--- src/lst_regs.svh ---
`ifndef LST_REGS_SVH
`define LST_REGS_SVH
// Time field limits
`define LST_SEC_LAST      6'h3b
`define LST_MIN_LAST      6'h3b
`define LST_HOUR_LAST     5'h17
`define LST_PRG_HOUR_LAST 7'h63
`define LST_LEAP_POS_SEC  6'h3c
`define LST_NEG_LAST_SEC  6'h3a
// Minute-of-day arithmetic for the zone offset and the deferred slot
`define LST_MIN_PER_HOUR  11'h03c
`define LST_MIN_PER_DAY   12'h5a0
`define LST_DAY_LAST_MIN  11'h59f
// Reset values
`define LST_TIME_RST      6'h00
`endif

--- src/lst_pkg.sv ---
package lst_pkg;
  typedef logic [4:0] lst_hour_t;
  typedef logic [5:0] lst_ms_t;
  typedef logic [6:0] lst_prg_hour_t;
  // Leap handling state, Gray coded along idle -> armed -> done
  typedef enum logic [1:0] {
    LST_IDLE  = 2'b00,
    LST_ARMED = 2'b01,
    LST_DONE  = 2'b11
  } lst_leap_st_t;
endpackage

--- src/lst_prog_timer.sv ---
`include "lst_regs.svh"
module lst_prog_timer #(
  parameter int HW = 7
) (
  // Clock and reset
  input  wire logic          clk,
  input  wire logic          rst,
  // Controls
  input  wire logic          tick,
  input  wire logic          load,
  input  wire logic [HW-1:0] init_hh,
  input  wire logic [5:0]    init_mm,
  input  wire logic [5:0]    init_ss,
  input  wire logic          alarm_en,
  input  wire logic [HW-1:0] alarm_hh,
  input  wire logic [5:0]    alarm_mm,
  input  wire logic [5:0]    alarm_ss,
  // Counter and alarm
  output logic [HW-1:0]      hh_r,
  output logic [5:0]         mm_r,
  output logic [5:0]         ss_r,
  output logic               alarm_r
);
  logic [HW-1:0] hh_nxt;
  logic [5:0]    mm_nxt;
  logic [5:0]    ss_nxt;
  logic          ss_wrap;
  logic          mm_wrap;
  logic          hh_wrap;
  logic          match;

  // Carry chain for the seconds tick
  assign ss_wrap = (ss_r == `LST_SEC_LAST);
  assign mm_wrap = ss_wrap && (mm_r == `LST_MIN_LAST);
  assign hh_wrap = mm_wrap && (hh_r == HW'(`LST_PRG_HOUR_LAST));
  assign ss_nxt  = load ? init_ss : !tick ? ss_r : ss_wrap ? 6'h00 : ss_r + 6'h01;
  assign mm_nxt  = load ? init_mm : !(tick && ss_wrap) ? mm_r
                 : mm_wrap ? 6'h00 : mm_r + 6'h01;
  assign hh_nxt  = load ? init_hh : !(tick && mm_wrap) ? hh_r
                 : hh_wrap ? '0 : hh_r + HW'(1);
  // Compare against the next value so the alarm lines up with the count
  assign match   = alarm_en && !alarm_r && (hh_nxt == alarm_hh) && (mm_nxt == alarm_mm)
                 && (ss_nxt == alarm_ss) && (tick || load);

  // Counter registers; reset starts at zero until the first load
  always_ff @(posedge clk or posedge rst) begin
    if (rst) begin
      hh_r    <= '0;
      mm_r    <= `LST_TIME_RST;
      ss_r    <= `LST_TIME_RST;
      alarm_r <= 1'b0;
    end else begin
      hh_r    <= hh_nxt;
      mm_r    <= mm_nxt;
      ss_r    <= ss_nxt;
      alarm_r <= match;
    end
  end
endmodule // lst_prog_timer

--- src/lst_leap_timer.sv ---
`include "lst_regs.svh"
// Notes on behaviour
// - Positive leap shows 23:59:60 before midnight
// - Negative leap jumps 23:59:58 to 00:00:00
// - Default adjustment at last UTC second
// - Midnight mode ignores local time zone
// - Deferred mode applies at local scheduled time
// - Program counter starts from initial value; after rst it counts from zero until a reset request
// - Any reset request reloads initial value
// - Initial value held as hours minutes seconds
// - Enabled alarm match pulses event and sets pin
// - Alarm value held as hours minutes seconds
module lst_leap_timer
  import lst_pkg::*;
#(
  parameter int PHW = 7
) (
  // Clock and reset
  input  wire logic              clk,
  input  wire logic              rst,
  // Time source, from another domain
  input  wire logic              sec_tick,
  input  wire logic              leap_pending,
  input  wire logic              leap_negative,
  input  wire logic              set_time,
  input  wire lst_pkg::lst_hour_t set_hh,
  input  wire lst_pkg::lst_ms_t  set_mm,
  input  wire lst_pkg::lst_ms_t  set_ss,
  // Leap configuration
  input  wire logic              deferred_local_leap_mode,
  input  wire lst_pkg::lst_hour_t sched_hh,
  input  wire lst_pkg::lst_ms_t  sched_mm,
  input  wire logic              tz_negative,
  input  wire lst_pkg::lst_hour_t tz_hh,
  input  wire lst_pkg::lst_ms_t  tz_mm,
  // Program time requests and configuration
  input  wire logic              prg_reset_ui,
  input  wire logic              prg_reset_api,
  input  wire logic              prg_reset_gpi,
  input  wire logic [PHW-1:0]    prg_init_hh,
  input  wire lst_pkg::lst_ms_t  prg_init_mm,
  input  wire lst_pkg::lst_ms_t  prg_init_ss,
  input  wire logic              prg_alarm_en,
  input  wire logic [PHW-1:0]    prg_alarm_hh,
  input  wire lst_pkg::lst_ms_t  prg_alarm_mm,
  input  wire lst_pkg::lst_ms_t  prg_alarm_ss,
  // UTC time of day
  output lst_pkg::lst_hour_t     utc_hh,
  output lst_pkg::lst_ms_t       utc_mm,
  output lst_pkg::lst_ms_t       utc_ss,
  output logic                   leap_applied,
  output logic                   leap_armed,
  // Program time
  output logic [PHW-1:0]         prg_hh,
  output lst_pkg::lst_ms_t       prg_mm,
  output lst_pkg::lst_ms_t       prg_ss,
  output logic                   prg_alarm_event,
  output logic                   prg_alarm_gpo
);
  import lst_pkg::*;

  // ---------------------------------------------------------------
  // Input synchronisers
  // ---------------------------------------------------------------
  localparam int NS = 6;
  logic [NS-1:0] meta_r;
  logic [NS-1:0] sync_r;
  logic [NS-1:0] sync_d_r;
  logic [NS-1:0] raw_in;
  assign raw_in = {sec_tick, leap_pending, set_time, prg_reset_ui, prg_reset_api, prg_reset_gpi};

  // Two flops per pin, then a third stage for edge detection
  always_ff @(posedge clk or posedge rst) begin
    if (rst) begin
      meta_r   <= '0;
      sync_r   <= '0;
      sync_d_r <= '0;
    end else begin
      meta_r   <= raw_in;
      sync_r   <= meta_r;
      sync_d_r <= sync_r;
    end
  end

  logic [NS-1:0] rise;
  logic          tick;
  logic          pend_s;
  logic          set_s;
  logic          prg_load;
  assign rise     = sync_r & ~sync_d_r;
  assign tick     = rise[5];
  assign pend_s   = sync_r[4];
  assign set_s    = rise[3];
  assign prg_load = |rise[2:0];

  // ---------------------------------------------------------------
  // UTC time of day with leap handling
  // ---------------------------------------------------------------
  lst_hour_t    hh_r;
  lst_ms_t      mm_r;
  lst_ms_t      ss_r;
  lst_leap_st_t st_r;
  lst_leap_st_t st_nxt;
  logic         applied_r;
  logic         armed_r;
  logic         pend_d_r;

  // Local time = UTC + zone offset, in minutes of the day
  logic [10:0] utc_min;
  logic [10:0] tz_min;
  logic [11:0] loc_sum;
  logic [10:0] loc_min;
  logic [10:0] sched_min;
  assign utc_min   = 11'(hh_r) * `LST_MIN_PER_HOUR + 11'(mm_r);
  assign tz_min    = 11'(tz_hh) * `LST_MIN_PER_HOUR + 11'(tz_mm);
  assign loc_sum   = tz_negative ? 12'(utc_min) + `LST_MIN_PER_DAY - 12'(tz_min)
                                 : 12'(utc_min) + 12'(tz_min);
  assign loc_min   = (loc_sum >= `LST_MIN_PER_DAY) ? 11'(loc_sum - `LST_MIN_PER_DAY)
                                                   : 11'(loc_sum);
  assign sched_min = 11'(sched_hh) * `LST_MIN_PER_HOUR + 11'(sched_mm);

  // Leap takes place at the last second of the chosen minute
  logic at_utc_slot;
  logic at_loc_slot;
  logic at_slot;
  logic last_sec;
  logic pre_last;
  assign last_sec    = (ss_r == `LST_SEC_LAST);
  assign pre_last    = (ss_r == `LST_NEG_LAST_SEC);
  assign at_utc_slot = (hh_r == `LST_HOUR_LAST) && (mm_r == `LST_MIN_LAST);
  // Deferred slot ends at the scheduled local minute, so the second before it
  assign at_loc_slot = (loc_min == ((sched_min == 11'h000) ? `LST_DAY_LAST_MIN
                                                           : sched_min - 11'h001));
  assign at_slot     = deferred_local_leap_mode ? at_loc_slot : at_utc_slot;

  logic do_pos_hold;
  logic do_pos_end;
  logic do_neg;
  logic in_leap;
  assign in_leap     = (ss_r == `LST_LEAP_POS_SEC);
  assign do_pos_hold = tick && (st_r == LST_ARMED) && !leap_negative && at_slot && last_sec;
  assign do_pos_end  = tick && in_leap;
  assign do_neg      = tick && (st_r == LST_ARMED) && leap_negative && at_slot && pre_last;

  // Source drops pending after the event; a fresh rise re-arms
  always_comb begin
    st_nxt = st_r;
    unique case (st_r)
      LST_IDLE:  if (pend_s && !pend_d_r) st_nxt = LST_ARMED;
      LST_ARMED: if (do_pos_hold || do_neg) st_nxt = LST_DONE;
      LST_DONE:  if (!pend_s) st_nxt = LST_IDLE;
      default:   st_nxt = LST_IDLE;
    endcase
  end

  // Normal carry plus the leap variants
  lst_hour_t hh_nxt;
  lst_ms_t   mm_nxt;
  lst_ms_t   ss_nxt;
  logic      roll;
  assign roll   = do_pos_end || do_neg || (tick && last_sec && !do_pos_hold);
  assign ss_nxt = set_s ? set_ss : do_pos_hold ? `LST_LEAP_POS_SEC
                : roll ? 6'h00 : tick ? ss_r + 6'h01 : ss_r;
  assign mm_nxt = set_s ? set_mm : !roll ? mm_r
                : (mm_r == `LST_MIN_LAST) ? 6'h00 : mm_r + 6'h01;
  assign hh_nxt = set_s ? set_hh : !(roll && mm_r == `LST_MIN_LAST) ? hh_r
                : (hh_r == `LST_HOUR_LAST) ? 5'h00 : hh_r + 5'h01;

  // Time registers and leap state
  always_ff @(posedge clk or posedge rst) begin
    if (rst) begin
      hh_r      <= 5'h00;
      mm_r      <= `LST_TIME_RST;
      ss_r      <= `LST_TIME_RST;
      st_r      <= LST_IDLE;
      applied_r <= 1'b0;
      armed_r   <= 1'b0;
      pend_d_r  <= 1'b0;
    end else begin
      hh_r      <= hh_nxt;
      mm_r      <= mm_nxt;
      ss_r      <= ss_nxt;
      st_r      <= st_nxt;
      applied_r <= do_pos_hold || do_neg;
      // Registered copy so the armed output comes straight from a flop
      armed_r   <= (st_nxt == LST_ARMED);
      pend_d_r  <= pend_s;
    end
  end

  assign utc_hh       = hh_r;
  assign utc_mm       = mm_r;
  assign utc_ss       = ss_r;
  assign leap_applied = applied_r;
  assign leap_armed   = armed_r;

  // ---------------------------------------------------------------
  // Program time counter
  // ---------------------------------------------------------------
  logic alarm_pulse;
  logic gpo_r;

  lst_prog_timer #(.HW(PHW)) u_prog (
    .clk      (clk),
    .rst      (rst),
    .tick     (tick),
    .load     (prg_load),
    .init_hh  (prg_init_hh),
    .init_mm  (prg_init_mm),
    .init_ss  (prg_init_ss),
    .alarm_en (prg_alarm_en),
    .alarm_hh (prg_alarm_hh),
    .alarm_mm (prg_alarm_mm),
    .alarm_ss (prg_alarm_ss),
    .hh_r     (prg_hh),
    .mm_r     (prg_mm),
    .ss_r     (prg_ss),
    .alarm_r  (alarm_pulse)
  );

  // Pin holds until the next reload or until the alarm is disabled, so slow GPI logic sees it
  always_ff @(posedge clk or posedge rst) begin
    if (rst) begin
      gpo_r <= 1'b0;
    end else if (alarm_pulse) begin
      gpo_r <= 1'b1;
    end else if (prg_load || !prg_alarm_en) begin
      gpo_r <= 1'b0;
    end
  end

  assign prg_alarm_event = alarm_pulse;
  assign prg_alarm_gpo   = gpo_r;
endmodule // lst_leap_timer

--- config.mk ---
export PLATFORM = sky130hd
export DESIGN_NAME = lst_leap_timer
export DESIGN_NICKNAME = d
export VERILOG_FILES = /design/src/lst_pkg.sv /design/src/lst_prog_timer.sv /design/src/lst_leap_timer.sv
export VERILOG_INCLUDE_DIRS = /design/src /design/src/src
export SDC_FILE = /design/constraint.sdc
export NUM_CORES = 1
export LEC_CHECK = 0
export ABC_AREA = 1
export CAP_MARGIN = 10
export CORE_ASPECT_RATIO = 1.1
export CORE_MARGIN = 5
export CORE_UTILIZATION = 40
export DETAILED_ROUTE_END_ITERATION = 10
export DONT_BUFFER_PORTS = 1
export GPL_ROUTABILITY_DRIVEN = 1
export PLACE_DENSITY = 0.61
export SLEW_MARGIN = 15
export SYNTH_ARGS = -nofsm -noshare
export SYNTH_HDL_FRONTEND = slang
export SYNTH_HIERARCHICAL = 1
export SYNTH_SLANG_ARGS = --single-unit
--- constraint.sdc ---
create_clock -name clk -period 7.9 [get_ports clk]
set_input_delay 0.79 -clock clk [delete_from_list [all_inputs] [get_ports clk]]
set_output_delay 0.79 -clock clk [all_outputs]
set_load 0.02 [all_outputs]
==> results of run 1 <==
[routing by layer]
| metal | GRT usage [%] | vias to the layer above | wire length, um |
|---|---|---|---|
| met5 | 0 | - | 0 |
| met4 | 3.498 | 0 | 189 |
| met3 | 4.493 | 16 | 1045 |
| met2 | 29.83 | 128 | 9154 |
| met1 | 20.31 | 3173 | 8225 |
| li1 | - | 3680 | - |
[area by class of cell]
class / count / area [um^2]
Clock buffer: 10 / 239.0
Sequential cell: 60 / 1501
Inverter: 232 / 870.8
Fill cell: 2017 / 10750
Multi-Input combinational cell: 869 / 5408
Timing Repair Buffer: 3 / 22.52
Antenna cell: 1 / 2.502
Clock inverter: 6 / 63.81
Tap cell: 247 / 309.0
[cell families (layout without fill, tap and decap cells)]
group	after synthesis	after routing	share of synthesized area, %
other	0	1	0
buffers and inverters	242	251	11.90
XOR/XNOR	49	49	5.477
AO/OA/AOI/OAI	94	94	7.250
adder cells (fa/ha/maj)	118	118	21.24
flip-flops	60	60	19.16
AND/OR/NAND/NOR	608	608	34.97
[worst max-delay path, delay by kind of cell, from the launching register on]
| kind | cells | cell delay [ns] |
|---|---|---|
| adder cells (fa/ha/maj) | 6 | 2.34 |
| AO/OA/AOI/OAI | 4 | 0.67 |
| buffers and inverters | 3 | 0.35 |
| XOR/XNOR | 2 | 0.47 |
| AND/OR/NAND/NOR | 18 | 2.04 |
| flip-flops | 1 | 0.64 |
[stage by stage]
stage / setup slack [ns] / instance area (um^2)
6_report: 1.329 / 8417
5_1_grt: 0.5811 / 8417
4_1_cts: 1.272 / 8414
3_5_place_dp: 1.144 / 8112
3_3_place_gp: 1.319 / 8112
2_1_floorplan: 1.848 / 7835
[synthesized netlist by cell type, drive strengths merged (2+ instances only)]
master / number
xnor2: 20
a22oi: 3
and2: 3
o211ai: 6
o21bai: 4
nand4: 18
a31oi: 2
nand3: 122
clkbuf: 3
a21oi: 38
inv: 232
nor2: 77
a211oi: 3
nand2: 359
or2: 8
fa: 25
xor2: 29
nand3b: 12
ha: 93
o21ai: 30
dfrtp: 60
buf: 7
nor3: 7
a21o: 3
[worst paths after layout]
check	slack [ns]	depth (start not counted)	end	startpoint
min	0.34	0	sync_r[2]	meta_r[2]
min in group asynchronous	0.47	2	meta_r[1]	rst
max reg2reg	1.33	33	utc_hh[2]	utc_hh[2]
min reg2reg	0.34	0	sync_r[2]	meta_r[2]
max	1.33	33	utc_hh[2]	utc_hh[2]
max in group asynchronous	6.87	1	u_prog/ss_r[1]	rst
[registers in the layout (all words and copies together) (netlist names)]
register	cells
st_r	2
prg_alarm_gpo	1
u_prog/mm_r	6
meta_r	6
utc_hh	5
sync_d_r	6
u_prog/ss_r	6
leap_armed	1
u_prog/hh_r	7
utc_ss	6
leap_applied	1
sync_r	6
utc_mm	6
u_prog/alarm_r	1
[placed cells by master, fill, tap and decap left out, types with 2 or more instances in the layout]
cell / count
a211oi_1: 3
a21o_1: 3
a21oi_1: 36
a22oi_1: 3
a31oi_1: 2
and2_1: 3
buf_4: 3
clkbuf_16: 9
clkinv_2: 2
clkinvlp_4: 2
dfrtp_1: 60
fa_1: 25
ha_1: 93
inv_1: 227
inv_2: 5
nand2_1: 343
nand2_2: 12
nand2_4: 4
nand3_1: 114
nand3_2: 6
nand3_4: 2
nand3b_1: 12
nand4_1: 18
nor2_1: 70
nor2_2: 3
nor2_4: 3
nor3_1: 6
o211ai_1: 5
o21ai_0: 22
o21ai_1: 5
o21ai_2: 3
o21bai_1: 4
or2_1: 3
or2_2: 5
xnor2_1: 20
xor2_1: 29
==> summary.md, run 1 <==
| Metric | Value |
|---|---|
| Outcome | completed |
| CTS tree | built |
| Wire per inst | 13.04 um |
| Crit Path Class | reg2reg |
| Post-DRT Antenna Nets | 0 |
| F_max | 152.2 MHz |
| WHS | 0.3444 ns |
| Crit path capture type | flop |
| DRC viols | 0 |
| Via count | 6997 |
| First-pass GRT wire length | 31150 um |
| Period minus WS final | 6.571 ns |
| CP arrival | 6.82 ns |
| CP max stage delay | 0.64 ns |
| CP startpoint kind | flop |
| Area growth from synthesis to layout | 7.426% |
| Vias in the first global route | 6722 |
| Post-cts sizing count | 0 |
| Ys Warns | 6 |
| Hold crit path type | reg2reg |
| Post-Syn Nets | 1378 |
| FP Rows | 53 |
| Drt pass-1 iters | 5 |
| Slowest-stage cell, CP | dfrtp_1 |
| Final nets | 1382 |
| Slew headroom | 42.07% |
| Max-Cap Viols | 0 |
| Synth Instances | 1171 |
| IO Count | 129 |
| Die width | 143.4 um |
| Initial core utilization | 40.88% |
| Initial antenna violation count | 1 |
| Count of different cell masters after synthesis | 48 |
| Die Y | 156.8 um |
| Max FO, Critical Path | 13 |
| Port Buffer Count | 0 |
| Postcts setup bufs | 0 |
| Vias/cell | 4.900 |
| Final Core Density | 43.92% |
| Main area contributors after synthesis | dfrtp_1 (19%), nand2_1 (16%), ha_1 (15%) |
| Total die area | 0.02249 mm^2 |
| Avg Inst Size Synth | 6.691 um^2 |
| Number of failing hold endpoints at the final stage | 0 |
| Data required, critical path | 8.15 ns |
| Most used DFF post-synth | dfrtp_1 |
| Grt ovf | 0 |
| Core ar. | 0.01916 mm^2 |
| CTS H-tree lvls | 3 |
| Flops & latches, synth | 60 |
| Post-synth top area share | 19.16% |
| DR iter-0 viols | 327 |
| Num Clock Sinks | 60 |
| CTS root buf | clkbuf_16 |
| GP Congestion | 0.8698 |
| Period utilisation layout | 83.18% |
| Final wirelength | 18610 um |
| Pin count of the biggest net entering global routing | 41 |
| CTS max path bufs | 2 |
| Worst clock skew | 0.005340 ns |
| Final setup viols | 0 |
| Sequential element share of the synthesized area | 19.16% |
| Placed Cells | 1411 |
| Cell taking the most area after synthesis | dfrtp_1 |
| Detail Placement HPWL | 15440 um |
| Worst-Skew Late Latency | 0.33 ns |
| Hold buffer count at CTS | 0 |
| Max Slew Vio Count | 0 |
| Cell mode on critical path | nand2_1 |
| Num CTS Buffers | 9 |
| RSZ-0062 raised after global routing | no |
| Netlist Area Pre-Place | 0.007835 mm^2 |
| Cell Count, Final, Fillers Out | 1428 |
| Tot GR Track Use | 16.77% |
| Measured slew at the worst slew-check pin | 0.8658 ns |
| Async S/R FF share, synth | 100.0% |
| Setup total negative slack | 0 ns |
| Layout cells sized above 1 | 5.847% |
| Post-synth EDFFs | 0 |
| Clock transition at path regs | 0.05 ns |
Power of run 1 is left out: the tool's default activity adds up to more than one toggle a clock period on the data nets, which glitch-free logic cannot reach.
==> run 2, diff against run 1 <==
- clock period: 7.9 -> 6.6 ns (I/O delays scaled with it)
==> run 2 against run 1 <==
Die area did not move; global-route usage is 0.063 points lower; clock skew rose by 0.0033 ns; critical path depth is 2 higher; final area up 2.6%; setup slack got worse by 0.84 ns; routed wire length is 0.75% lower; utilization rose by 1.1 points; cell count rose by 0.70%; largest cell class unchanged; first-iteration DRC count rose by 0.92%; count of clock-buffer cells in the layout increased by 1; critical path type unchanged.
==> summary.md, run 2 (same netlist as run 1, synthesis figures left out) <==
| Metric | Value |
|---|---|
| Worst path buffer plus inverter count | 1 (-2) |
| CP arrival | 6.36 ns (-0.46 ns) |
| Post-DRT Antenna Nets | 0 (unchanged) |
| Setup total negative slack | 0 ns (unchanged) |
| N_diodes | 0 (-1) |
| Slew headroom | 43.00% (+0.93 points) |
| Hold crit path type | in2async |
| Measured slew at the worst slew-check pin | 0.8519 ns (-0.01392 ns) |
| Core ar. | 0.01916 mm^2 (unchanged) |
| Pin count of the biggest net entering global routing | 41 (unchanged) |
| Area growth from synthesis to layout | 10.19% |
| Cell Count, Final, Fillers Out | 1438 (+0.70%) |
| Largest register FFs | 7 (unchanged) |
| CP max stage delay | 0.53 ns (-0.11 ns) |
| Hold buffer count at CTS | 0 (unchanged) |
| Period utilisation layout | 92.62% (+9.4 points) |
| Placed Cells | 1419 (+0.57%) |
| Worst clock skew | 0.008656 ns (+0.003315 ns) |
| FILL cells | 1998 (-0.94%) |
| Largest Register | u_prog/hh_r |
| CTS max path bufs | 2 (unchanged) |
| Vias in the first global route | 6921 (+3.0%) |
| Cell mode on critical path | nand2_1 |
| Total die area | 0.02249 mm^2 (unchanged) |
| CP startpoint kind | flop |
| Vias/cell | 4.846 (-1.1%) |
| Worst-Skew Late Latency | 0.32 ns (about the same) |
| Via count | 6969 (-0.40%) |
| Port Buffer Count | 0 (unchanged) |
| Crit Path Class | reg2reg |
| Final wirelength | 18480 um (-0.75%) |
| Num CTS Buffers | 9 (unchanged) |
| DR iter-0 viols | 330 (+0.92%) |
| Final nets | 1394 (+0.87%) |
| First-pass GRT wire length | 31340 um (+0.62%) |
| Num Clock Sinks | 60 (unchanged) |
| Period minus WS final | 6.113 ns (-0.4581 ns) |
| Initial core utilization | 40.88% (unchanged) |
| Dpl cell area | 0.008172 mm^2 (+0.74%) |
| CTS root buf | clkbuf_16 |
| CTS tree | built |
| Most frequent cells in the layout | nand2_1 (343), inv_1 (224), nand3_1 (114) |
| Drt pass-1 iters | 5 (unchanged) |
| Outcome | completed |
| Final setup viols | 0 (unchanged) |
| Layout cells sized above 1 | 7.893% (+2.0 points) |
| Wire per inst | 12.85 um (-1.4%) |
| GP Congestion | 0.8652 (-0.53%) |
| Detail Placement HPWL | 15350 um (-0.62%) |
| Design Area, Final | 0.008633 mm^2 (+2.6%) |
| FP Rows | 53 (unchanged) |
| FF-to-FF setup slack | 0.49 ns (-0.84 ns) |
| IO Count | 129 (unchanged) |
| Initial antenna violation count | 1 (unchanged) |
| CTS H-tree lvls | 3 (unchanged) |
| F_max | 163.6 MHz (+7.5%) |
| Die width | 143.4 um (unchanged) |
| Max-Cap Viols | 0 (unchanged) |
| Most common cell after layout, fill and taps aside | nand2_1 |
| Crit path capture type | flop |
| Tot GR Track Use | 16.71% (-0.063 points) |
| WHS | 0.3459 ns (+0.001448 ns) |
| DRC viols | 0 (unchanged) |
| Max FO, Critical Path | 13 (unchanged) |
| Slowest-stage cell, CP | fa_1 |
| Data required, critical path | 6.84 ns (-1.31 ns) |
| Largest delay share family, worst path | adder cells |
| Number of failing hold endpoints at the final stage | 0 (unchanged) |
| Clock transition at path regs | 0.05 ns (about the same) |
| Max Slew Vio Count | 0 (unchanged) |
| Grt ovf | 0 (unchanged) |
| Die Y | 156.8 um (unchanged) |
## run 2: final cells by class
| type | count | area (um^2) | area share, % |
|---|---|---|---|
| sequential | 60 | 1503 | 17.41 |
| inverter | 232 | 874.6 | 10.13 |
| clock buffer | 11 | 252.7 | 2.928 |
| clock inverter | 4 | 72.57 | 0.8406 |
| tap | 247 | 309.0 | 3.580 |
| multi-input combinational | 869 | 5497 | 63.67 |
| timing repair buffer | 15 | 125.1 | 1.449 |
## run 2: layer usage
metal  GRT usage [%]  share of wire [%]  vias up
met2           29.41                 50      110
met3           4.768                5.9       14
met4           3.767               0.87        2
met5               0              0.070        -
met1           20.20                 43     3162
li1                -                  -     3681
## run 2: final timing paths
| check | start | end | cells past startpoint |
|---|---|---|---|
| max | utc_hh[2] | utc_hh[2] | 35 |
| min | rst | prg_alarm_gpo | 2 |
| max reg2reg | utc_hh[2] | utc_hh[2] | 35 |
| min reg2reg | meta_r[3] | sync_r[3] | 0 |
| max in group asynchronous | rst | u_prog/mm_r[3] | 1 |
| min in group clk | meta_r[3] | sync_r[3] | 0 |
## run 2: what timing repair did
item | CTS | global route
resized for setup | 0 | 17
endpoints found under the setup margin | 0 | 19
setup buffers | 0 | 4
## run 2: stage by stage
stage	worst slack (ns)	utilization (%)
final	0.4868	45.05
after global routing	-0.008887	45.05
after CTS	0.1717	44.34
after detailed placement	0.06492	42.64
after global placement	0.2143	42.64
after floorplan	0.6778	-
## run 2: worst register-to-register path, delay by kind of cell, from the launching register on
family	cells	cell delay (ns)
adder cells (fa/ha/maj)	6	2.44
AND/OR/NAND/NOR	23	2.44
flip-flops	1	0.45
XOR/XNOR	2	0.39
AO/OA/AOI/OAI	3	0.21
buffers and inverters	1	0.11
Power of run 2 is left out for the same reason.
==> run 3, diff against run 2 <==
- CORE_MARGIN: 5 -> 3
- GPL_TIMING_DRIVEN: not set -> 0
==> run 3 against run 2 <==
Clock skew down 0.0016 ns; cell count up 0.83%; sequential share of layout area down 0.22 points.
==> summary.md, run 3 (same netlist as run 1, synthesis figures left out) <==
| Metric | Value |
|---|---|
| DR iter-0 viols | 362 (+9.7%) |
| Period utilisation layout | 93.37% (+0.75 points) |
| CP arrival | 6.37 ns (about the same) |
| Max-Cap Viols | 0 (unchanged) |
| Critical R2R Capture | utc_mm[0] |
| Detail Placement HPWL | 15120 um (-1.5%) |
| Reg2reg start | utc_hh[1] |
| Wire per inst | 12.75 um (-0.79%) |
| Worst-Skew Late Latency | 0.33 ns (about the same) |
| Initial core utilization | 40.88% (unchanged) |
| Crit path capture type | flop |
| CP startpoint kind | flop |
| Core ar. | 0.01916 mm^2 (unchanged) |
| Number of failing hold endpoints at the final stage | 0 (unchanged) |
| Num Clock Sinks | 60 (unchanged) |
| Setup ws final | 0.4376 ns (-0.04922 ns) |
| Grt ovf | 0 (unchanged) |
| Max FO, Critical Path | 10 (-3) |
| IO Count | 129 (unchanged) |
| Vias/cell | 4.836 (-0.22%) |
| FF-to-FF setup slack | 0.44 ns (-0.05 ns) |
| Outcome | completed |
| Largest Register | u_prog/hh_r |
| First-pass GRT wire length | 31170 um (-0.55%) |
| Tot GR Track Use | 17.23% (+0.52 points) |
| Largest register FFs | 7 (unchanged) |
| CTS tree | built |
| Clock transition at path regs | 0.05 ns (about the same) |
| Drt pass-1 iters | 5 (unchanged) |
| CTS H-tree lvls | 3 (unchanged) |
| Max Slew Vio Count | 0 (unchanged) |
| DRC viols | 0 (unchanged) |
| GP Congestion | 0.8496 (-1.8%) |
| Hold crit path type | in2async |
| Slowest-stage cell, CP | fa_1 |
| Via count | 7012 (+0.62%) |
| Cell Count, Final, Fillers Out | 1450 (+0.83%) |
| Post-DRT Antenna Nets | 0 (unchanged) |
| R2R depth | 36 (+2.9%) |
| F_max | 162.3 MHz (-0.80%) |
| Cell mode on critical path | nand2_1 |
| Place WS | -0.08642 ns (-0.1513 ns) |
| FP Rows | 53 (unchanged) |
| Area growth from synthesis to layout | 11.90% |
| Placed Cells | 1419 (unchanged) |
| CP max stage delay | 0.62 ns (+0.09 ns) |
| Measured slew at the worst slew-check pin | 0.8896 ns (+0.03778 ns) |
| Slew headroom | 40.47% (-2.5 points) |
| WHS | 0.2384 ns (-0.1075 ns) |
| Die width | 139.4 um (-2.8%) |
| Final wirelength | 18480 um (about the same) |
| Final setup viols | 0 (unchanged) |
| CTS root buf | clkbuf_16 |
| Period minus WS final | 6.162 ns (+0.04922 ns) |
| Initial antenna violation count | 1 (unchanged) |
| Crit Path Class | reg2reg |
| Die Y | 152.8 um (-2.6%) |
| Most common cell after layout, fill and taps aside | nand2_1 |
| Dpl cell area | 0.008172 mm^2 (unchanged) |
| CTS max path bufs | 2 (unchanged) |
| Final nets | 1405 (+0.79%) |
| Total die area | 0.02130 mm^2 (-5.3%) |
| Layout cells sized above 1 | 9.567% (+1.7 points) |
| Port Buffer Count | 0 (unchanged) |
| Worst clock skew | 0.007086 ns (-0.001570 ns) |
| Pin count of the biggest net entering global routing | 22 (-46%) |
| Num CTS Buffers | 9 (unchanged) |
| Vias in the first global route | 6854 (-0.97%) |
| Data required, critical path | 6.81 ns (-0.03 ns) |
| Design Area, Final | 0.008767 mm^2 (+1.6%) |
| Most frequent cells in the layout | nand2_1 (340), inv_1 (222), nand3_1 (114) |
==> run 3: cell count changes in the layout (fill, tap and decap cells not counted), moves of 2 or more <==
cell	previous run	this run
a21oi_1	36	34
a21oi_2	1	3
buf_2	0	4
buf_4	14	16
buf_6	0	2
clkbuf_1	0	3
dfrtp_1	59	56
dfrtp_2	1	4
ha_4	3	5
inv_1	224	222
nand2_1	343	340
nand2_2	11	13
nand2_4	4	6
==> run 3: what timing repair did <==
| item | 4_1_cts | 5_1_grt |
|---|---|---|
| pin swaps | 1 | 12 |
| endpoints found under the hold margin | 0 | 0 |
| setup endpoints to repair | 11 | 20 |
| hold buffers | 0 | 0 |
| setup buffers | 2 | 13 |
| resized for setup | 3 | 29 |
==> run 3: worst max path at each step <==
stage	startpoint	endpoint	cells after the start
6_report	utc_hh[1]	utc_mm[0]	36
5_1_grt	utc_hh[3]	utc_mm[0]	35
4_1_cts	utc_hh[1]	utc_mm[0]	38
3_5_place_dp	utc_hh[2]	utc_hh[0]	36
3_3_place_gp	utc_hh[0]	utc_hh[0]	36
2_1_floorplan	tz_hh[2]	utc_mm[0]	38
==> run 3: routing by layer <==
layer | global-route usage [%] | vias to the layer above | part of all wire, %
met4 | 4.800 | 0 | 1.7
li1 | - | 3720 | -
met3 | 4.269 | 27 | 5.3
met1 | 20.73 | 3137 | 44
met5 | 0 | - | 0
met2 | 30.49 | 128 | 49
==> run 3: final cells by class <==
class,instances,area [um^2]
sequential,60,1506
tap,247,309.0
fill,1915,10400
multi-input combinational,869,5542
inverter,232,880.8
antenna,1,2.502
buffer,10,61.31
timing repair buffer,16,140.1
clock inverter,4,72.57
clock buffer,11,252.7
==> run 3: per-stage QoR <==
step / utilization, % / setup TNS [ns]
after global placement: 42.50 / -0.1001
final: 45.75 / 0
after floorplan: - / 0
after global routing: 45.75 / -0.06375
after detailed placement: 42.64 / -0.6573
after CTS: 44.43 / 0
==> run 3: critical path, delay by kind of cell, from the launching register on <==
family	cells	cell delay (ns)
buffers and inverters	4	0.36
flip-flops	1	0.50
XOR/XNOR	2	0.37
adder cells (fa/ha/maj)	6	2.41
AO/OA/AOI/OAI	3	0.44
AND/OR/NAND/NOR	21	1.94
Power of run 3 is left out for the same reason.
